`src/design/bus_ctl_pkg.sv`:
```
/*
 * constants for the backplane utility and control line block: widths,
 * transfer width encodings, reset values and the bus timing clock divider.
 * assumes a single 25 MHz core clock and active-low async reset.
 */
package bus_ctl_pkg;
   localparam int unsigned IRQ_LEVELS      = 7;
   localparam int unsigned MODE_W          = 2;
   // time constants: core period and bus timing clock frequency
   localparam int unsigned CLK_PERIOD_NS   = 40;
   localparam int unsigned CLK_FREQ_KHZ    = 25000;
   localparam int unsigned BUS_CLK_FREQ_KHZ = 16000;
   // accumulator step for a fractional divider: phase advances by 32/25 per edge
   localparam logic [15:0] PHASE_STEP      = 16'(BUS_CLK_FREQ_KHZ * 2);
   localparam logic [15:0] PHASE_MOD       = 16'(CLK_FREQ_KHZ);
   localparam logic [15:0] PHASE_RESET     = 16'h0000;
   // reset values
   localparam logic [1:0]  MODE_RESET      = 2'h0;
   localparam logic [2:0]  LEVEL_NONE      = 3'h0;

   // transfer width decoded from the size line and data strobes
   typedef enum logic [2:0] {
      XFER_BYTE = 3'b001,
      XFER_WORD = 3'b010,
      XFER_LONG = 3'b100
   } xfer_t;
endpackage : bus_ctl_pkg

```
`src/design/bus_ctl.sv`:
```
/*
 * utility and control line logic of one board on the shared backplane:
 * interrupt requests, size and direction lines, bus timing clock, fail,
 * shared reset and post-reset mode select. open-collector lines are
 * in / out / enable triples, enable low while the line is pulled low.
 * assumes the surrounding board gives local requests synchronous to clk.
 */
// How it works
// seven active-low request lines; level seven wins, levels served in descending order
// size select high for byte or word, low for longword; slave decodes it
// longword only when both ends and backplane have wide data option
// controller drives free-running 16 MHz timing clock independent of processors; the divider here gives well below 16 MHz
// any module pulls fail line low; low level means system failure
// module stays in reset while shared reset line is low; any may pull
// mode select lines sampled at reset release choose operating mode
// direction line high for read, low for write; slave sources or accepts
// reserved backplane lines are neither driven nor used
// reset, fail and request inputs synchronised before use
module bus_ctl (
   // clock and reset
   input  wire logic        clk,
   input  wire logic        rst_b,
   // board configuration
   input  wire logic        sys_controller,   // this board is the system controller
   input  wire logic        wide_data_option, // this board implements 32-bit data
   input  wire logic        wide_backplane,   // backplane has the expanded data path
   input  wire logic        peer_wide,        // addressed slave implements 32-bit data
   // local master request side
   input  wire logic        mst_active,       // a master cycle is in progress
   input  wire logic        mst_read,         // 1 read, 0 write
   input  wire logic        mst_want_long,    // master asks for a longword cycle
   output      logic        long_granted,     // longword cycle allowed for this request
   // backplane size and direction, master drive
   output      logic        long_transfer_select_o,
   output      logic        long_transfer_select_oe_b,
   output      logic        direction_o,
   output      logic        direction_oe_b,
   // backplane size and direction, slave view
   input  wire logic        long_transfer_select_i,
   input  wire logic        direction_i,
   input  wire logic        slv_strobe0_b,
   input  wire logic        slv_strobe1_b,
   output      logic [2:0]  slv_width,
   output      logic        slv_source_data,
   // interrupt requests
   input  wire logic [6:0]  local_irq,         // bit n asks for level n+1
   input  wire logic [6:0]  interrupt_request_lines_i,
   output      logic [6:0]  interrupt_request_lines_o,
   output      logic [6:0]  interrupt_request_lines_oe_b,
   output      logic [2:0]  irq_level,         // highest pending level, 0 none
   // bus timing clock
   output      logic        bus_timing_clock_o,
   output      logic        bus_timing_clock_oe_b,
   // system failure
   input  wire logic        local_fail,
   input  wire logic        system_failure_line_i,
   output      logic        system_failure_line_o,
   output      logic        system_failure_line_oe_b,
   output      logic        system_failed,
   // shared reset
   input  wire logic        local_reset_req,
   input  wire logic        shared_reset_line_i,
   output      logic        shared_reset_line_o,
   output      logic        shared_reset_line_oe_b,
   output      logic        in_reset,
   // mode select
   input  wire logic [1:0]  post_reset_mode_select_i,
   output      logic [1:0]  post_reset_mode_select_o,
   output      logic [1:0]  post_reset_mode_select_oe_b,
   output      logic [1:0]  op_mode
);
   logic [6:0] irq_s;
   logic       fail_s;
   logic       rst_s;
   logic       rst_prev_q;
   logic [1:0] mode_q;
   logic [2:0] level_q;
   logic [15:0] phase_q;
   logic       bclk_q;
   logic       long_q;
   logic       dir_q;
   logic       drive_q;
   logic [2:0] level_d;

   // request, fail and reset lines from other boards cross into clk first
   sync2 #(.W(7), .RST_VAL(7'h7f)) u_irq_sync (
      .clk(clk), .rst_b(rst_b), .d(interrupt_request_lines_i), .q(irq_s));
   sync2 #(.W(1), .RST_VAL(1'b1)) u_fail_sync (
      .clk(clk), .rst_b(rst_b), .d(system_failure_line_i), .q(fail_s));
   sync2 #(.W(1), .RST_VAL(1'b0)) u_rst_sync (
      .clk(clk), .rst_b(rst_b), .d(shared_reset_line_i), .q(rst_s));

   // open-collector pulls: output is always low, enable low while pulling
   assign interrupt_request_lines_o   = 7'h00;
   assign interrupt_request_lines_oe_b = ~local_irq;
   assign system_failure_line_o        = 1'b0;
   assign system_failure_line_oe_b     = ~local_fail;
   assign shared_reset_line_o          = 1'b0;
   assign shared_reset_line_oe_b       = ~local_reset_req;
   // mode select lines are only read here; reserved lines have no port at all
   assign post_reset_mode_select_o     = 2'h0;
   assign post_reset_mode_select_oe_b  = 2'h3;

   assign system_failed = ~fail_s;
   assign in_reset      = ~rst_s;
   assign op_mode       = mode_q;
   assign irq_level     = level_q;

   // priority encoder: highest requesting level wins
   always_comb begin
      level_d = bus_ctl_pkg::LEVEL_NONE;
      for (int i = 0; i < 7; i++) begin
         if (!irq_s[i]) begin
            level_d = 3'(i + 1);
         end
      end
   end

   always_ff @(posedge clk or negedge rst_b) begin
      if (!rst_b) begin
         level_q <= bus_ctl_pkg::LEVEL_NONE;
      end else if (!rst_s) begin
         level_q <= bus_ctl_pkg::LEVEL_NONE;
      end else begin
         level_q <= level_d;
      end
   end

   // mode select caught on the release edge of the shared reset line
   always_ff @(posedge clk or negedge rst_b) begin
      if (!rst_b) begin
         rst_prev_q <= 1'b0;
         mode_q     <= bus_ctl_pkg::MODE_RESET;
      end else begin
         rst_prev_q <= rst_s;
         if (rst_s && !rst_prev_q) begin
            mode_q <= ~post_reset_mode_select_i;
         end
      end
   end

   // fractional divider: the 16-bit phase sum wraps, so it toggles on about five of six core edges, well below 16 MHz
   always_ff @(posedge clk or negedge rst_b) begin
      if (!rst_b) begin
         phase_q <= bus_ctl_pkg::PHASE_RESET;
         bclk_q  <= 1'b0;
      end else if (phase_q + bus_ctl_pkg::PHASE_STEP >= bus_ctl_pkg::PHASE_MOD) begin
         phase_q <= 16'(phase_q + bus_ctl_pkg::PHASE_STEP - bus_ctl_pkg::PHASE_MOD);
         bclk_q  <= ~bclk_q;
      end else begin
         phase_q <= 16'(phase_q + bus_ctl_pkg::PHASE_STEP);
      end
   end
   // runs even through shared reset: independent of any processor
   assign bus_timing_clock_o    = bclk_q;
   assign bus_timing_clock_oe_b = ~sys_controller;

   // longword permission
   assign long_granted = mst_want_long & wide_data_option & peer_wide
                         & wide_backplane;

   // master drive of size and direction lines, registered
   always_ff @(posedge clk or negedge rst_b) begin
      if (!rst_b) begin
         long_q  <= 1'b1;
         dir_q   <= 1'b1;
         drive_q <= 1'b0;
      end else begin
         drive_q <= mst_active & rst_s;
         long_q  <= ~long_granted;
         dir_q   <= mst_read;
      end
   end
   assign long_transfer_select_o    = long_q;
   assign long_transfer_select_oe_b = ~drive_q;
   assign direction_o               = dir_q;
   assign direction_oe_b            = ~drive_q;

   // slave decode of width and data direction, registered so the outputs are clean
   always_ff @(posedge clk or negedge rst_b) begin
      if (!rst_b) begin
         slv_width       <= bus_ctl_pkg::XFER_BYTE;
         slv_source_data <= 1'b0;
      end else begin
         if (!long_transfer_select_i && wide_data_option) begin
            slv_width <= bus_ctl_pkg::XFER_LONG;
         end else if (!slv_strobe0_b && !slv_strobe1_b) begin
            slv_width <= bus_ctl_pkg::XFER_WORD;
         end else begin
            slv_width <= bus_ctl_pkg::XFER_BYTE;
         end
         slv_source_data <= direction_i;
      end
   end

   // longword only on a wide configuration
   long_cfg_a: assert property (@(posedge clk) disable iff (!rst_b)
      (drive_q && !long_q) |-> $past(wide_backplane && wide_data_option))
      else $error("longword driven without wide path");
   // highest level chosen
   irq_prio_a: assert property (@(posedge clk) disable iff (!rst_b)
      (rst_s && !irq_s[6]) |=> (level_q == 3'h7))
      else $error("level seven not chosen");
   // fail line mirrored two edges later
   fail_sync_a: assert property (@(posedge clk) disable iff (!rst_b)
      !system_failure_line_i [*3] |-> system_failed)
      else $error("system failure not flagged");
   // reset holds level cleared
   reset_hold_a: assert property (@(posedge clk) disable iff (!rst_b)
      in_reset |=> (level_q == 3'h0))
      else $error("level not cleared in reset");
   // mode follows select at release
   mode_cap_a: assert property (@(posedge clk) disable iff (!rst_b)
      (rst_s && !rst_prev_q) |=> (mode_q == ~$past(post_reset_mode_select_i)))
      else $error("mode not captured at release");
   // direction follows master read
   dir_drive_a: assert property (@(posedge clk) disable iff (!rst_b)
      mst_active |=> (direction_o == $past(mst_read)))
      else $error("direction line wrong");
   // timing clock toggles within two edges
   clk_run_a: assert property (@(posedge clk) disable iff (!rst_b)
      1'b1 |-> ##[1:2] $changed(bclk_q))
      else $error("timing clock stalled");
   // mode select lines never driven
   no_drive_a: assert property (@(posedge clk) disable iff (!rst_b)
      post_reset_mode_select_oe_b == 2'h3)
      else $error("select lines driven");
endmodule : bus_ctl

```
`src/design/sync2.sv`:
```
/*
 * two flop synchroniser for a bundle of levels.
 * assumes the reset value is given by the caller as a constant.
 */
module sync2 #(
   parameter int unsigned W        = 1,
   parameter logic [W-1:0] RST_VAL = '0
) (
   // clock and reset
   input  wire logic         clk,
   input  wire logic         rst_b,
   // levels
   input  wire logic [W-1:0] d,
   output      logic [W-1:0] q
);
   logic [W-1:0] meta_q;

   // first stage is read only by the second
   always_ff @(posedge clk or negedge rst_b) begin
      if (!rst_b) begin
         meta_q <= RST_VAL;
         q      <= RST_VAL;
      end else begin
         meta_q <= d;
         q      <= meta_q;
      end
   end
endmodule : sync2

```
`config.mk`:
```
export PLATFORM = sky130hd
export DESIGN_NAME = bus_ctl
export DESIGN_NICKNAME = d
export VERILOG_FILES = /design/src/design/bus_ctl_pkg.sv /design/src/design/bus_ctl.sv /design/src/design/sync2.sv
export SDC_FILE = /design/constraint.sdc
export NUM_CORES = 1
export LEC_CHECK = 0
export ABC_AREA = 1
export BUFFER_PORTS_ARGS = -buffer_cell sky130_fd_sc_hd__buf_2
export CORE_UTILIZATION = 40
export CTS_CLUSTER_SIZE = 12
export DETAILED_ROUTE_END_ITERATION = 6
export GPL_TIMING_DRIVEN = 0
export PLACE_DENSITY = 0.66
export SLEW_MARGIN = 25
export SYNTH_ARGS = -nofsm -noshare
export SYNTH_HDL_FRONTEND = slang
export SYNTH_SLANG_ARGS = --single-unit
```
`constraint.sdc`:
```
create_clock -name clk -period 3.2 [get_ports clk]
set_clock_uncertainty 0.15 [all_clocks]
set_input_delay 0.32 -clock clk [delete_from_list [all_inputs] [get_ports clk]]
set_output_delay 0.32 -clock clk [all_outputs]
set_load 0.01 [all_outputs]
```
* Word-level counts from Yosys, hierarchy flattened *
Index checks and enable logic that the tools add are counted.

storage, ports and cells
  output and inout bits = 40
  word-level logic and storage cells = 51
  memory bits (read-only) = 0
  latch bits = 0
  memories = 0
  flip-flop bits (word level) = 48
  RAM bits = 0

cells by class
  shift-type cells = 0
  multipliers = 0
  bitwise gates (word level) = 14
  muxes and demuxes = 11
  add/sub/neg operators = 2
  equality and inequality tests = 0
  reduce and logical (&&, ||, !) cells = 7
  divide/modulo/power cells = 0
  magnitude comparators = 1

operators with widths
  kind                    number
  $mux 3                  6
  $add 16x15->16 const B  1
  $ge 16x15->1 const B    1
  $mux 16                 1
  $sub 16x15->16 const B  1
  $not 1->1               8
  $not 7->7               1
  $mux 2                  3
  $and 1x1->1             4
  $logic_not 1->1         4
  $logic_and 1x1->1       3
  $not 2->2               1
  $mux 1                  1

* Logic depth before layout (Yosys ltp) *
  depth in word-level cells = 8
  mapped depth = 13
  gate-level depth less buffers = 12

* Hierarchy *
Synthesis repeated with hierarchy kept, for this count alone.

unflattened totals
  cells, all modules = 234
  area total of the unflattened synthesis = 2183.3 sq um

modules (own cells, without submodules)
  module                times used  cells each  area an instance (sq um)  sequential area each (sq um)
  bus_ctl               1           216         1712.9                    679.4
  sync2 at u_irq_sync   1           14          367.9                     367.9
  sync2 at u_fail_sync  1           2           52.6                      52.6
  sync2 at u_rst_sync   1           2           50.0                      50.0

* Worst setup path before layout *
No wires, ideal clock.

  path kind = flip-flop to flip-flop
  start = register phase_q[8]
  end = register phase_q[3]
  path slack = 1265 ps
  required time = 2933 ps
  arrival time = 1669 ps
  path buffers = 1
  cell stages (with the launch flop) = 12
  cell sequence = dfrtp_1 inv_1 ha_1 inv_1 nand3_1 nor2_4 nand4_2 nand2_4 nand2_4 buf_6 nand2_1 nand2_1

between the ends
  longest elaborated chain between the ends = 3

ends and longest elaborated chain
  what                    RTL line        text
  from (decl)             bus_ctl.sv:78   logic [15:0] phase_q;
  from (signal assigned)  bus_ctl.sv:145  phase_q <= bus_ctl_pkg::PHASE_RESET;
  from (signal assigned)  bus_ctl.sv:148  phase_q <= 16'(phase_q + bus_ctl_pkg::PHASE_STEP - bus_ctl_pkg::PHASE_MOD);
  from (signal assigned)  bus_ctl.sv:151  phase_q <= 16'(phase_q + bus_ctl_pkg::PHASE_STEP);
  $add 16x15->16          bus_ctl.sv:147  end else if (phase_q + bus_ctl_pkg::PHASE_STEP >= bus_ctl_pkg::PHASE_MOD) begin
  $ge 16x15->1            bus_ctl.sv:147
  $mux 16                 bus_ctl.sv:147

Every way passes these cells.
A chain may end at the register's enable or synchronous reset.

* Worst setup path after layout *
  start = register phase_q[8]
  end = register phase_q[5]

The elaborated chain is that of the path after synthesis.

==> flow_summary.yaml <==
outcome:
  status: "complete, no violations"
die:
  std_cell_rows: 26
  pin_count: 73
  die-area_sq_um: 5590
  floorplan.die.width_um: 74.8
  die_height_um: 74.8
  placeableCoreArea_sq_um: 5110
  floorplan.initialDensity_pct: 41.5
placement:
  dp.final_hpwl_mm: 2.65
  weighted_congestion_reported_at_the_end_of_routability_driven_placement: 0.739
  portBuffers: 59
  postPlaceCellArea_sq_um: 2540
routing:
  detail-route-antenna-nets: 0
  vias_per_cell: 4.21
  detail_route.iter0.violations: 56
  detail_route.wl_per_cell_um: 9.66
  route.detailed.drc: 0
  drt_pass_1_iters: 4
  totalWireLength_mm: 3.76
  via_count: 1639
sta:
  finalWorstPathRequiredPeriod_ns: 2.15
  max_slew.worst_pin.slew_ns: 0.556
  worst_slew_margin_rel_pct: 62.9
  rsz0062_at_grt: "false"
  sum_of_negative_setup_slack_ns: 0
  max_freq_mhz: 465
  layout_worst_path_cycle_share_pct: 67.2
  final-max-slew-violation-count: 0
  report.final.setup_viol: 0
  finalHoldWorstSlack_ns: 0.0317
  hold_vio_cnt_final: 0
clocking:
  post_cts.resized_instances: 0
  cts.root.buffer_cell: "clkbuf_8"
  tritoncts: "done"
  postCtsSetupBuffers: 0
  cts_stage_hold_buffer_count: 11
  number_of_clock_sinks_seen_by_cts: 45
  cts_buffers: 5
  insertion_delay_ns: 0.30
  clk_pin_slew_ns: 0.09
  cts_max_level: 2
  ctsLongestPathBuffers: 2
worst_setup_path:
  critical_path.n_buffers_inverters: 3
  path_max_fanout: 10
  crit_path_start: "phase_q[8]"
  crit_required_ns: 3.24
  critPathTopFamily: "simple AND/OR/NAND/NOR gates"
  end_kind: "register"
  delay_of_the_slowest_cell_on_the_worst_path_ns: 0.46
  crit-reg2reg-launch: "phase_q[8]"
  worst_path_max_delay_cell: "dfrtp_1"
  cp_cell_sequence: "inv_1 -> ha_1 -> inv_1 -> nand3_1 -> nor2_4 -> nand4_2 -> nand2_4 -> nand2_4 -> buf_6 -> nand2_1 -> nand2_1"
  critPathLaunchType: "register"
  critical_path_class: "register to register"
  cp_data_arrival_time_ns: 2.19
power:
  combPwrFrac_pct: 9.6
  power.sequential.fraction_pct: 56.0
  total_switching_power_uw: 253
  power_per_cell_area_nw_per_um2: 392
  ir_drop_v: 0.000357
  internal_power_uw: 832
  clkPwrFrac_pct: 34.4
  total_leakage_power_nw: 1.53
  power.switching_fraction_pct: 23.3
final_layout:
  area.growth.synth_to_final_pct: 30.5
  most_common_cell_after_layout_fill_and_taps_aside: "buf_2"
  finish.instance_area_sq_um: 2770
  layout.nets: 355
  leading_cell_types_in_the_layout_fill_and_taps_excluded: "buf_2 (58), nand2_1 (55), inv_1 (40)"
  drive_gt1_share_pct: 37.0
  finish.utilization_pct: 54.2
  diodes: 0
grt:
  grtUsageTotal_pct: 15.1
  total_congestion_overflow_after_global_routing: 0
  grt_pass1_vias: 1501
  grt_antenna_before_repair: 0
  grt_first_pass_wirelength_mm: 6.29
  grt_max_degree: 46
logic_synthesis:
  syn_avg_cell_area_sq_um: 9.26
  yosys.area.top_type: "dfrtp_1"
  synth.cell_area_sq_um: 2120
  ys_warn_count: 0
  synth-main-ff-cell: "dfrtp_1"
  postSynthRegisterBits: 45
  synth_largest_type_area_fraction_pct: 30.7
  ys_seq_area_share_pct: 54.3
  postSynth.asyncResetShare_pct: 100
  synth-edff-count: 0
  yosys-top-cells-area: "dfrtp_1 (31%), dfstp_2 (24%), nand2_1 (9.7%)"
  synth_cells: 229
  ys_types: 28
min_path:
  holdCritStartpoint: "slv_strobe0_b"
  hold_path_class: "input port to register"
run:
  max_cap_violations: 0
==> power by group through the flow <==
stage          Combinational [mW]  Sequential (mW)  Clock (mW)
5_1_grt                     0.120            0.611       0.412
3_5_place_dp               0.0936            0.618           0
3_3_place_gp               0.0917            0.618           0
6_report                    0.104            0.608       0.373
2_1_floorplan              0.0376            0.623           0
4_1_cts                     0.104            0.608       0.388
==> final timing paths <==
path | endpoint | slack, ns | cells after the start
worst min register to register | u_irq_sync.q[3] | 0.21 | 0
worst min-delay path | slv_width[1] | 0.03 | 2
worst max register to register | phase_q[5] | 1.05 | 11
max in group asynchronous | u_irq_sync.q[5] | 2.11 | 2
min in group asynchronous | phase_q[12] | 0.39 | 2
worst max-delay path | phase_q[5] | 1.05 | 11
==> Yosys cell counts, types with 3 or more instances <==
cell type and n:
xor2_1 5, ha_1 4, o21ai_0 4, dfrtp_1 26
inv_1 40, nand4_1 6, nand3_1 21, xnor2_1 3
dfstp_2 19, nand2_1 55, buf_4 15, nor2_1 4
nand2_2 4
==> area by class of cell <==
type	instances	area, sq um
Fill cell	467	2340
Sequential cell	45	1150
Multi-Input combinational cell	136	718
Timing Repair Buffer	71	418
Inverter	42	158
Buffer	17	135
Tap cell	70	87.6
Clock buffer	6	82.6
Clock inverter	2	17.5
==> per-stage QoR <==
| stage | power [mW] | std cells | worst slack (ns) |
|---|---|---|---|
| after floorplan | 0.660 | 240 | 1.26 |
| after global placement | 0.709 | 369 | 1.08 |
| after detailed placement | 0.712 | 369 | 1.06 |
| after CTS | 1.10 | 388 | 1.03 |
| after global routing | 1.14 | 389 | 0.829 |
| final | 1.09 | 389 | 1.05 |
==> logic make-up (layout without fill, tap and decap cells) <==
family | after synthesis | in the layout | synth area share [%]
simple gates | 100 | 100 | 22.5
buf+inv | 59 | 138 | 13.8
fa+ha+maj | 4 | 4 | 2.36
xor+xnor | 9 | 9 | 4.07
compound gates | 10 | 10 | 2.60
other cells | 2 | 13 | 0.354
flops | 45 | 45 | 54.3
==> layer usage <==
metal  vias to the layer above  share of wire, %  track usage (%)
li1                        849                 -                -
met1                       732                43             16.8
met2                        53                50             27.5
met3                         5               4.9             3.08
met4                         0               1.8             7.55
met5                         -                 0                0
==> state kept, by name, summed over array words and instances, names as in the netlist, 2 cells and up <==
register           flops
op_mode                2
irq_level              3
u_irq_sync.meta_q      7
phase_q               13
slv_width              3
u_irq_sync.q           7
Note: power is estimated with default switching activity, not from simulation.
